### src/icn_pkg.sv
// constants and types for the input change notifier
`default_nettype none
package icn_pkg;
  localparam int          ICN_PINS      = 30;
  localparam int          ICN_HALF      = 16;
  localparam int          ICN_HI_BITS   = ICN_PINS - ICN_HALF;
  localparam logic [15:0] ICN_EN_RST    = 16'h0000;
  localparam logic [15:0] ICN_PU_RST    = 16'h0000;
  localparam logic [29:0] ICN_PIN_RST   = 30'h00000000;
  localparam int          ICN_TCY_NS    = 20;
  localparam int          ICN_CLK_NS    = 10;
  localparam int          ICN_MIN_HOLD_TCY = 2;
  // least input level time in clock cycles, rounded up
  localparam int          ICN_MIN_HOLD_CYC =
    (ICN_MIN_HOLD_TCY * ICN_TCY_NS + ICN_CLK_NS - 1) / ICN_CLK_NS;
  typedef logic [ICN_PINS-1:0] icn_pins_t;
endpackage : icn_pkg
`default_nettype wire

### src/icn_sync.sv
// two-stage synchroniser for the change watch pins
`timescale 1ns/100ps
`default_nettype none
module icn_sync (
  input  wire logic               mclk_i,
  input  wire logic               sys_rst_i,
  input  wire icn_pkg::icn_pins_t async_i,
  output var  icn_pkg::icn_pins_t sync_o
);
  import icn_pkg::*;
  icn_pins_t meta_r;
  icn_pins_t sync_r;
  always_ff @(posedge mclk_i or posedge sys_rst_i) begin
    if (sys_rst_i) begin
      meta_r <= ICN_PIN_RST;
      sync_r <= ICN_PIN_RST;
    end else begin
      meta_r <= async_i;
      sync_r <= meta_r;
    end
  end
  assign sync_o = sync_r;
endmodule : icn_sync
`default_nettype wire

### src/icn_notifier.sv
// input change notifier: per-pin change detect, shared sticky flag, pull-up enables
`timescale 1ns/100ps
`default_nettype none
module icn_notifier (
  input  wire logic               mclk_i,
  input  wire logic               sys_rst_i,
  input  wire icn_pkg::icn_pins_t change_watch_pin_i,
  input  wire logic [15:0]        change_irq_enable_low_i,
  input  wire logic [15:0]        change_irq_enable_high_i,
  input  wire logic [15:0]        weak_pullup_enable_low_i,
  input  wire logic [15:0]        weak_pullup_enable_high_i,
  input  wire logic               notice_clear_i,
  output var  icn_pkg::icn_pins_t pullup_on_o,
  output var  icn_pkg::icn_pins_t state_change_event_o,
  output var  logic               input_change_notice_o
);
  import icn_pkg::*;

  icn_pins_t pin_sync;
  icn_pins_t sample_r,  sample_nxt;
  icn_pins_t event_r,   event_nxt;
  icn_pins_t pullup_r,  pullup_nxt;
  logic      notice_r,  notice_nxt;
  icn_pins_t enable_all;

  // plain level compare
  // pin inputs are asynchronous to mclk_i
  icn_sync u_sync (
    .mclk_i    (mclk_i),
    .sys_rst_i (sys_rst_i),
    .async_i   (change_watch_pin_i),
    .sync_o    (pin_sync)
  );

  // joins a low and a high control word into one per-pin vector
  function automatic icn_pins_t join_words(input logic [15:0] lo, input logic [15:0] hi);
    join_words = {hi[ICN_HI_BITS-1:0], lo};
  endfunction : join_words

  always_comb begin
    enable_all = join_words(change_irq_enable_low_i, change_irq_enable_high_i);
    pullup_nxt = join_words(weak_pullup_enable_low_i, weak_pullup_enable_high_i);
    sample_nxt = pin_sync;
    event_nxt  = (pin_sync ^ sample_r) & enable_all;
    notice_nxt = (|event_nxt) | (notice_r & ~notice_clear_i);
  end

  always_ff @(posedge mclk_i or posedge sys_rst_i) begin
    if (sys_rst_i) begin
      sample_r <= ICN_PIN_RST;
      event_r  <= ICN_PIN_RST;
      pullup_r <= ICN_PIN_RST;
      notice_r <= 1'b0;
    end else begin
      sample_r <= sample_nxt;
      event_r  <= event_nxt;
      pullup_r <= pullup_nxt;
      notice_r <= notice_nxt;
    end
  end

  assign pullup_on_o           = pullup_r;
  assign state_change_event_o  = event_r;
  assign input_change_notice_o = notice_r;
endmodule : icn_notifier
`default_nettype wire

### config.mk
export PLATFORM = sky130hd
export DESIGN_NAME = icn_notifier
export DESIGN_NICKNAME = d
export VERILOG_FILES = /design/src/icn_pkg.sv /design/src/icn_sync.sv /design/src/icn_notifier.sv
export SDC_FILE = /design/constraint.sdc
export NUM_CORES = 1
export LEC_CHECK = 0
export BUFFER_PORTS_ARGS = -buffer_cell sky130_fd_sc_hd__buf_4
export CORE_ASPECT_RATIO = 1.25
export CORE_MARGIN = 2
export CORE_UTILIZATION = 52
export DETAILED_ROUTE_END_ITERATION = 16
export PLACE_DENSITY = 0.9
export RECOVER_POWER = 50
export SYNTH_ARGS = -nofsm -noshare
export SYNTH_HDL_FRONTEND = slang
export SYNTH_SLANG_ARGS = --single-unit
export TNS_END_PERCENT = 1
### constraint.sdc
create_clock -name mclk_i -period 12.1 [get_ports mclk_i]
set_input_delay 0.605 -clock mclk_i [delete_from_list [all_inputs] [get_ports mclk_i]]
set_output_delay 0.605 -clock mclk_i [all_outputs]
set_load 0.02 [all_outputs]
==> key figures, run 1 <==
Status
  – Status: complete, but fails checks
  – Failing checks: max-capacitance violations, max-slew violations

Worst setup path
  – CP Launch Type: primary input
  – WP data required: ~13 ns
  – Arr. time, crit path: around 3.6 ns
  – WS Path Type: in -> async
  – Worst Setup End Kind: asynchronous set/reset pin
  – Critical R2R Launch: u_sync.sync_o[13]$_DFF_PP0_
  – Crit path from: sys_rst_i
  – Crit-path max FO: 80

Route
  – Routed len/inst: 16.3 um
  – Routed Wire Length: 8.35 mm
  – Routed length on met3: around 530 um
  – Vias/cell: 4.75
  – DRC errors left: 0
  – Initial DRC Count: approximately 190
  – Met2 wire length: 4.70 mm
  – Max Used Layer: met4
  – Routed via count: 2440
  – Post-route ant nets: 0
  – First drt pass iteration count: 5
  – M1 wire length: 2.77 mm

Clocking
  – CTS clk-pin slew, worst paths: ~0.06 ns
  – CTS Buf Count: 17
  – Post-CTS Resized: 0
  – Root buffer cell: clkbuf_8
  – Clock Sinks: 151
  – Clk buf depth: 2
  – Postcts setup bufs: 0
  – Hold-fix buffers, CTS: 0
  – CTS tree: yes
  – H-Tree Depth: 4
  – Clk_lat worst skew: 0.52 ns

STA
  – Max-slew headroom: -122%
  – Min Tclk post-route: 3.02 ns
  – RSZ-0062 raised after global routing: false
  – Final setup violation count: 0
  – Slew @ Worst Pin: 3.31 ns
  – Setup TNS: 0 ns
  – Final Hold Viols: 0
  – Achievable clock frequency: 0.331 GHz
  – Fin crit share: 24.9%
  – Setup Skew: 0.00677 ns
  – Max-slew violation count: 81
  – Worst setup margin: approximately 9 ns

Place
  – Detailed placement HPWL: 5.78 mm
  – I/O Buffers: 153
  – Placement Setup Slack: 9.96 ns
  – Cell Area, Placed: 5670 um^2
  – GPL Wtd Cong: 0.794

Layout
  – Area Overhead vs Synth: 43.7%
  – Fraction of final layout cells sized beyond drive strength 1: 44.1%
  – Fillers: 474
  – Design area: between 6000 and 7000 um^2
  – Fin nets: 502
  – ANT cells: 0

Floorplanning
  – Initial Util: 53.5%
  – Top Ports: 158
  – Die Wd: ~86 um
  – Die Area: around 9000 um^2
  – Rows: 37
  – Core footprint: 8190 um^2
  – Die H: 107 um

GRT
  – Vias in the first global route: 2798
  – Antenna violations before repair: 0
  – First-pass GRT wire length: roughly 13 mm
  – Pin count of the biggest net entering global routing: 81
  – Total grt overflow: 0
  – Gr usage total: 20.7%

Logic synthesis
  – Avg Cell Area, Syn: roughly 19 um^2
  – Top-count cell post-synth: dfrtp_1
  – Syn Nets: between 300 and 400
  – Yosys reg bits: 151
  – Top cells by area, synth: dfrtp_1 86%, xor2_1 6.0%, and2_1 4.1%
  – Async SR Flop Fraction: 100%
  – EDFF count, synth: 0
  – Post-synth top area share: 86.2%
  – Post-Synthesis Cell Area: 4380 um^2
  – Sequential fraction of the synthesis area: ~86%
  – Ys flop type: dfrtp_1
  – Cell variety after synth: 13
  – Synthesized instance count: 232
  – YS warnings: 0
  – Area leader, netlist: dfrtp_1
  – Commonest cells post-synth: 151 x dfrtp_1, 30 x xor2_1, 29 x and2_1

Pwr
  – VDD IR max: 0.000122 V
  – Power per cell area: between 150 and 200 nW/um^2
  – Static leakage: between 3 and 4 nW

Min path
  – Hold Startpoint: weak_pullup_enable_high_i[1]
  – Hold Path Class: in -> reg

Flow run
  – Max-Cap Viols: 1
## final timing paths
path | end | slack, ns | cells after the start
setup / recovery | state_change_event_o[24]$_DFF_PP0_ | 9.08 | 3
hold / removal | pullup_on_o[17]$_DFF_PP0_ | 0.21 | 1
setup reg to reg | input_change_notice_o$_DFF_PP0_ | 10.18 | 4
hold reg to reg | u_sync.sync_o[22]$_DFF_PP0_ | 0.35 | 0
max in group mclk_i | input_change_notice_o$_DFF_PP0_ | 10.18 | 4
min in group asynchronous | pullup_on_o[19]$_DFF_PP0_ | 1.06 | 2
## routing by layer
metal | global-route usage (%) | vias up
li1 | - | 1098
met1 | 22.0 | 1220
met2 | 34.6 | 96
met3 | 7.78 | 26
met4 | 12.6 | 0
met5 | 0 | -
## cell families (layout without fill, tap and decap cells)
| group | Yosys count | count (layout) | share of synthesized area, % |
|---|---|---|---|
| xor gates and xnor gates | 30 | 30 | 5.99 |
| DFF | 151 | 151 | 86.2 |
| buffers and inverters | 1 | 186 | 0.0856 |
| AOI/OAI and AO/OA | 14 | 14 | 2.43 |
| and+or+nand+nor | 36 | 36 | 5.28 |
## cell type report
cell class | count | area [um^2] | share of cell area [%]
clock buffer | 23 | 467 | 7.41
clock inverter | 8 | 169 | 2.68
inverter | 1 | 5.00 | 0.0795
multi-input combinational | 80 | 601 | 9.54
sequential | 151 | 3780 | 60.0
tap | 97 | 121 | 1.93
timing repair buffer | 154 | 1160 | 18.4
## critical path, stage by stage
cell and delay (ns):
clkbuf_4 0.11, clkinvlp_2 1.86, buf_4 0.93
## state kept, by name (all words and copies together), names as in the netlist
signal	cells
u_sync.meta_r	30
input_change_notice_o	1
sample_r	30
pullup_on_o	30
u_sync.sync_o	30
state_change_event_o	30
## through the flow
step,utilization (%),hold WS (ns),power (W),instances
5_1_grt,76.9,0.178,0.00124,514
6_report,76.9,0.212,0.00119,514
2_1_floorplan,-,0.331,0.000592,232
4_1_cts,76.9,0.163,0.00120,514
3_3_place_gp,69.1,0.332,0.000641,483
3_5_place_dp,69.1,0.335,0.000646,483
## cells in the final DEF (no fill, tap or decap), types with 4 or more instances in the layout
cell       Yosys  final
dfrtp_1      151    151
xor2_1        30     30
clkbuf_8       0      4
bufinv_16      0      5
and2_1        29     29
buf_4          0     93
a22oi_1       11     11
clkbuf_4       0     61
clkbuf_16      0     16
## where the power goes
part | total [W] | switching (W) | internal [W] | leakage (nW)
Combinational | 0.0000904 | 0.0000460 | 0.0000444 | 0.989
Sequential | 0.000545 | 0.0000112 | 0.000533 | 1.79
Clock | 0.000553 | 0.000183 | 0.000371 | 0.312
Total | 0.00119 | 0.000240 | 0.000949 | 3.10
Power figures use the tool's default switching activity.
==> run 2: changes to the inputs <==
Settings changed: CORE_UTILIZATION 52 to 48, PLACE_DENSITY 0.9 to 0.85.
Clock period 12.1 ns to 2.9 ns, I/O delays scaled along.
==> run 2 against run 1 <==
- the flow still finishes with violations (max-capacitance violations, max-slew violations)
- global-route usage up 2.0 points
- final cell count increased by 23%
- cell area up 15%
- critical path depth rose by 1
- highest routed layer unchanged
- worst hold slack better by 0.041 ns
- setup slack lost 8.1 ns
- clock power rose to 3.9 times the previous value
- via count grew 16%
- core utilization increased by 3.1 points
- critical endpoint is now input_change_notice_o$_DFF_PP0_
- largest power group is now sequential cells
- flip-flop and latch count stayed put
==> key figures, run 2 (synthesized netlist as in run 1, its figures left out) <==
Clocking
  – Clock Sinks: 151 (unchanged)
  – Hold-fix buffers, CTS: 91 (+91)
  – CTS tree: yes
  – Clk buf depth: 2 (unchanged)
  – CTS Buf Count: 17 (unchanged)
  – CTS clk-pin slew, worst paths: 0.06 ns (about the same)
  – Post-CTS Resized: 0 (unchanged)
  – Postcts setup bufs: 0 (unchanged)
  – Root buffer cell: clkbuf_16
  – Clk_lat worst skew: 0.41 ns (-0.11 ns)
  – H-Tree Depth: 4 (unchanged)

Layout
  – Area of the multi-input gates: 601 um^2 (unchanged)
  – Most common cell after layout, fill and taps aside: dfrtp_1
  – Fraction of final layout cells sized beyond drive strength 1: 36.5% (-7.7 points)
  – Area Overhead vs Synth: 64.6%
  – Fillers: 492 (+3.8%)
  – Fin nets: 594 (+18%)
  – Reg area: 3780 um^2 (unchanged)
  – Core Util, Final: 79.9% (+3.1 points)
  – Commonest cells after routing, fill and taps aside: 151 x dfrtp_1, 93 x buf_4, 91 x dlygate4sd3_1

Status
  – Status: complete, but fails checks
  – Failing checks: max-capacitance violations, max-slew violations

Route
  – Routed len/inst: 16.1 um (-1.1%)
  – Routed Wire Length: 10.2 mm (+22%)
  – DRC errors left: 0 (unchanged)
  – First drt pass iteration count: 4 (-1)
  – Routed via count: 2828 (+16%)
  – Initial DRC Count: 93 (-52%)
  – Post-route ant nets: 0 (unchanged)
  – Vias/cell: 4.46 (-6.0%)

STA
  – RSZ-0062 raised after global routing: false
  – Slew @ Worst Pin: 1.68 ns (-1.63 ns)
  – Final Hold Viols: 0 (unchanged)
  – Setup TNS: 0 ns (unchanged)
  – Final setup violation count: 0 (unchanged)
  – Achievable clock frequency: 0.516 GHz
  – Max-slew violation count: 39 (-52%)
  – Min Tclk post-route: 1.94 ns
  – Max-slew headroom: -12.9% (+110 points)
  – Fin crit share: 66.9%
  – Setup Skew: 0.00809 ns (+0.00132 ns)

GRT
  – Vias in the first global route: 3231 (+15%)
  – GR Util met2: 39.2% (+4.6 points)
  – Total grt overflow: 0 (unchanged)
  – GRT busiest layer: met2
  – Gr usage total: 22.7% (+2.0 points)
  – Antenna violations before repair: 1 (+1)
  – First-pass GRT wire length: 15.9 mm (+18%)
  – Pin count of the biggest net entering global routing: 82 (+1.2%)
  – GR Util met1: 24.1% (+2.1 points)
  – Met3 usage: 6.55% (-1.2 points)

Floorplanning
  – Core footprint: 9030 um^2 (+10%)
  – Die H: 111 um (+3.9%)
  – Top Ports: 158 (unchanged)
  – Die Wd: 89.5 um (+3.9%)
  – Initial Util: 48.6% (-4.9 points)
  – Die Area: 9920 um^2 (+8.0%)
  – Rows: 39 (+5.4%)

Worst setup path
  – Worst-path cell chain: xor2_1 -> a222oi_1 -> or4b_1 -> or4_1
  – WP data required: 3.18 ns (-9.46 ns)
  – Slowest CP cell: or4b_1
  – Crit-path max FO: 2 (-98%)
  – Crit path buffers/inverters: 0 (-3)
  – CP max stage delay: 0.48 ns (-1.38 ns)
  – Arr. time, crit path: 2.22 ns (-1.33 ns)
  – WS Path Type: reg -> reg
  – CP Launch Type: flop
  – Worst Setup End Kind: flop
  – Top delay family on crit path: simple AND/OR/NAND/NOR gates

Place
  – GPL Wtd Cong: 0.797 (+0.31%)
  – I/O Buffers: 153 (unchanged)
  – Detailed placement HPWL: 5.62 mm (-2.7%)

Pwr
  – Share of total power in combinational logic: 9.9% (+2.3 points)
  – Switching Share: 22.2% (+2.0 points)
  – Pint: 0.00384 W (+300%)
  – VDD IR max: 0.000509 V (+320%)
  – Switch Pwr: 0.00109 W (+360%)
  – Seq pwr share: 46.1% (+0.3 points)
  – Total power: 0.00493 W (+310%)
  – Clock power share: 44.0% (-2.6 points)
  – Static leakage: 3.42 nW (+11%)
  – Power per cell area: 684 nW/um^2 (+260%)

Flow run
  – Max-Cap Viols: 1 (unchanged)

Min path
  – Hold Path Class: in -> reg
run 2: tightest hold or removal path: cells and delay by family:
family / cells / cell delay [ns]
and+or+nand+nor: 3 / 0.32
buffers and inverters: 1 / 0.11
AOI/OAI and AO/OA: 1 / 0.06
run 2: cell type report:
class,instances,share of cell area [%]
well taps,123,2.13
flip-flops and latches,151,52.4
clock buffers,19,6.00
multi-input cells,80,8.33
diodes,1,0.0347
clock inverters,13,2.17
repair buffers,246,28.9
inverters,1,0.0694
run 2: power groups by stage:
stage	Sequential (W)	Clock (W)	Combinational, W
after floorplan	0.00237	0	0.0000992
after global placement	0.00230	0	0.000376
after detailed placement	0.00231	0	0.000388
after CTS	0.00227	0.00220	0.000491
after global routing	0.00228	0.00230	0.000525
final	0.00227	0.00217	0.000486
run 2: path summary, 6_finish.rpt:
kind,startpoint,to,cells after the start,slack [ns]
worst max-delay path,sample_r[13]$_DFF_PP0_,input_change_notice_o$_DFF_PP0_,4,0.96
worst min-delay path,notice_clear_i,input_change_notice_o$_DFF_PP0_,5,0.25
worst max register to register,sample_r[13]$_DFF_PP0_,input_change_notice_o$_DFF_PP0_,4,0.96
worst min register to register,u_sync.meta_r[5]$_DFF_PP0_,u_sync.sync_o[5]$_DFF_PP0_,0,0.34
max in group asynchronous,sys_rst_i,state_change_event_o[13]$_DFF_PP0_,4,1.10
min in group asynchronous,sys_rst_i,u_sync.meta_r[10]$_DFF_PP0_,3,0.71
run 2: routing by layer:
layer / wire [um] / vias to the layer above / part of all wire [%]
li1: - / 1290 / -
met1: 3430 / 1396 / 34
met2: 5930 / 114 / 58
met3: 452 / 28 / 4.4
met4: 374 / 0 / 3.7
met5: 0 / - / 0
run 2: per-stage QoR:
step | setup slack [ns] | hold slack (ns) | cell area (um^2) | std cells
after floorplan | 0.852 | 0.176 | 4390 | 232
after global placement | 0.999 | 0.254 | 5720 | 510
after detailed placement | 0.958 | 0.255 | 5720 | 510
after CTS | 0.954 | 0.278 | 7220 | 633
after global routing | 0.766 | 0.285 | 7210 | 634
final | 0.961 | 0.253 | 7210 | 634
==> run 3: changes to the inputs <==
Clock period 2.9 ns to 1.8 ns, I/O delays scaled along.
==> run 3 against run 2 <==
- the run ends with negative setup slack left
- power is 67% higher
- first-iteration DRC count increased by 97%
- critical path depth unchanged
- flip-flop and latch count is the same
- sequential power grew 62%
- sequential share of layout area down 0.41 points
- register-to-register slack worse by 1.1 ns
- largest power group is now the clock network
- setup slack got worse by 1.1 ns
- worst hold slack gained 0.027 ns
- combinational power grew 63%
- die area stayed put
- non-clock buffer count rose by 1
- highest routed layer unchanged
==> key figures, run 3 (synthesized netlist as in run 1, its figures left out) <==
Status
  – Status: complete, but fails checks
  – Failing checks: negative setup slack

Worst setup path
  – WP data required: 2.07 ns (-1.11 ns)
  – Worst r2r path cells: 4 (unchanged)
  – CP Launch Type: flop
  – Arr. time, crit path: 2.16 ns (-0.06 ns)
  – Top delay family on crit path: simple AND/OR/NAND/NOR gates
  – Crit Reg-Reg Endpoint: input_change_notice_o$_DFF_PP0_
  – Worst-path cell chain: xor2_1 -> a222oi_1 -> or4b_1 -> or4_1
  – Crit path buffers/inverters: 0 (unchanged)
  – Worst reg-to-reg setup slack: -0.09 ns (-1.05 ns)
  – CP max stage delay: 0.47 ns (about the same)
  – Crit-path max FO: 2 (unchanged)
  – Critical R2R Launch: u_sync.sync_o[13]$_DFF_PP0_
  – WS Path Type: reg -> reg
  – Slowest CP cell: or4b_1
  – Worst Setup End Kind: flop

STA
  – Max-slew violation count: 0 (-100%)
  – Achievable clock frequency: 0.528 GHz (+2.5%)
  – RSZ-0062 raised after global routing: true
  – Max-slew headroom: 48.6% (+61 points)
  – Final Hold Viols: 0 (unchanged)
  – Setup TNS: -0.0924 ns (-0.0924 ns)
  – Final setup violation count: 1 (+1)
  – Fin crit share: 105% (+38 points)
  – Setup Skew: 0.00452 ns (-0.00357 ns)
  – Worst setup margin: -0.0924 ns (-1.05 ns)
  – Min Tclk post-route: 1.89 ns (-0.0469 ns)
  – Slew @ Worst Pin: 0.767 ns (-0.917 ns)

GRT
  – Gr usage total: 23.4% (+0.75 points)
  – Vias in the first global route: 3273 (+1.3%)
  – First-pass GRT wire length: 16.5 mm (+3.8%)
  – Pin count of the biggest net entering global routing: 71 (-13%)
  – Antenna violations before repair: 1 (unchanged)
  – Total grt overflow: 0 (unchanged)

Pwr
  – Static leakage: 3.46 nW (+1.1%)
  – Power per cell area: 1140 nW/um^2 (+66%)
  – VDD IR max: 0.000884 V (+74%)

Clocking
  – Clk_lat worst skew: 0.40 ns (about the same)
  – CTS clk-pin slew, worst paths: 0.06 ns (about the same)
  – Clk buf depth: 2 (unchanged)
  – Post-CTS Resized: 0 (unchanged)
  – Clock Sinks: 151 (unchanged)
  – H-Tree Depth: 4 (unchanged)
  – CTS Buf Count: 17 (unchanged)
  – CTS tree: yes
  – Root buffer cell: clkbuf_16

Route
  – Routed Wire Length: 10.5 mm (+2.9%)
  – DRC errors left: 0 (unchanged)
  – Initial DRC Count: 183 (+97%)
  – Vias/cell: 4.52 (+1.4%)
  – First drt pass iteration count: 4 (unchanged)
  – Routed via count: 2862 (+1.2%)
  – Post-route ant nets: 0 (unchanged)
  – Routed len/inst: 16.6 um (+3.0%)

Floorplanning
  – Initial Util: 48.6% (unchanged)
  – Die Wd: 89.5 um (unchanged)
  – Die Area: 9920 um^2 (unchanged)
  – Rows: 39 (unchanged)
  – Die H: 111 um (unchanged)
  – Core footprint: 9030 um^2 (unchanged)
  – Top Ports: 158 (unchanged)

Layout
  – Area Overhead vs Synth: 65.9%
  – Most common cell after layout, fill and taps aside: dfrtp_1
  – Fraction of final layout cells sized beyond drive strength 1: 36.3% (-0.12 points)
  – Fillers: 477 (-3.0%)
  – Fin nets: 595 (+0.17%)
  – Final non-filler cell total: 633 (-0.16%)
  – Commonest cells after routing, fill and taps aside: 151 x dfrtp_1, 93 x buf_4, 91 x dlygate4sd3_1

Min path
  – Hold endpoint: input_change_notice_o$_DFF_PP0_
  – Hold Path Class: in -> reg
  – Hold Path Stages: 5 (unchanged)
  – Hold Startpoint: notice_clear_i

Place
  – GPL Wtd Cong: 0.778 (-2.4%)
  – I/O Buffers: 153 (unchanged)
  – Detailed placement HPWL: 5.69 mm (+1.2%)
  – Placed cell count: 510 (unchanged)

Flow run
  – Max-Cap Viols: 0 (-1)
run 3: routing by layer:
metal | vias up | track usage [%] | share of wire [%]
li1 | 1286 | - | -
met1 | 1446 | 24.1 | 33
met2 | 105 | 42.2 | 59
met3 | 25 | 7.30 | 4.3
met4 | 0 | 10.1 | 3.3
met5 | - | 0 | 0
run 3: timing repair:
item                                   CTS  global route
setup buffers                            1             0
endpoints found under the hold margin  105             0
pin swaps                                2             0
hold buffers                            91             0
setup endpoints to repair                1             1
run 3: report_power, final:
part | switching [W] | internal, W | total, W
registers | 0.0000801 | 0.00358 | 0.00367
clock network | 0.00125 | 0.00255 | 0.00380
logic | 0.000362 | 0.000427 | 0.000790
total | 0.00169 | 0.00657 | 0.00826
run 3: area by class of cell:
cell class                      instances  area, um^2  share of cell area, %
Sequential cell                       151        3780                   52.0
Multi-Input combinational cell         80         601                   8.26
Timing Repair Buffer                  247        2090                   28.7
Antenna cell                            1        2.50                 0.0344
Clock inverter                          8         170                   2.34
Tap cell                              123         154                   2.12
Inverter                                1        5.00                 0.0688
Clock buffer                           22         474                   6.52
run 3: worst max-delay path by stage:
stage | from | to | slack (ns) | cells after the start
floorplan | sys_rst_i | input_change_notice_o$_DFF_PP0_ | -0.19 | 1
detailed placement | u_sync.sync_o[13]$_DFF_PP0_ | input_change_notice_o$_DFF_PP0_ | -0.05 | 4
global placement | sample_r[13]$_DFF_PP0_ | input_change_notice_o$_DFF_PP0_ | -0.04 | 4
CTS | u_sync.sync_o[13]$_DFF_PP0_ | input_change_notice_o$_DFF_PP0_ | -0.04 | 4
global route | u_sync.sync_o[10]$_DFF_PP0_ | input_change_notice_o$_DFF_PP0_ | -0.18 | 4
finish | u_sync.sync_o[13]$_DFF_PP0_ | input_change_notice_o$_DFF_PP0_ | -0.09 | 4
run 3: worst register-to-register path, cell delays in order, from the launching register on:
cell	delay, ns
dfrtp_1	0.39
xor2_1	0.17
a222oi_1	0.31
or4b_1	0.47
or4_1	0.42
run 3: per-stage QoR:
step	utilization (%)	area, um^2	worst slack (ns)	hold slack [ns]	power (W)
detailed placement	63.5	5730	-0.0477	0.115	0.00435
global route	80.5	7270	-0.178	0.331	0.00856
CTS	80.8	7290	-0.0354	0.243	0.00831
finish	80.5	7270	-0.0924	0.280	0.00826
global placement	63.5	5730	-0.0365	0.102	0.00432
floorplan	-	4390	-0.193	0.121	0.00398
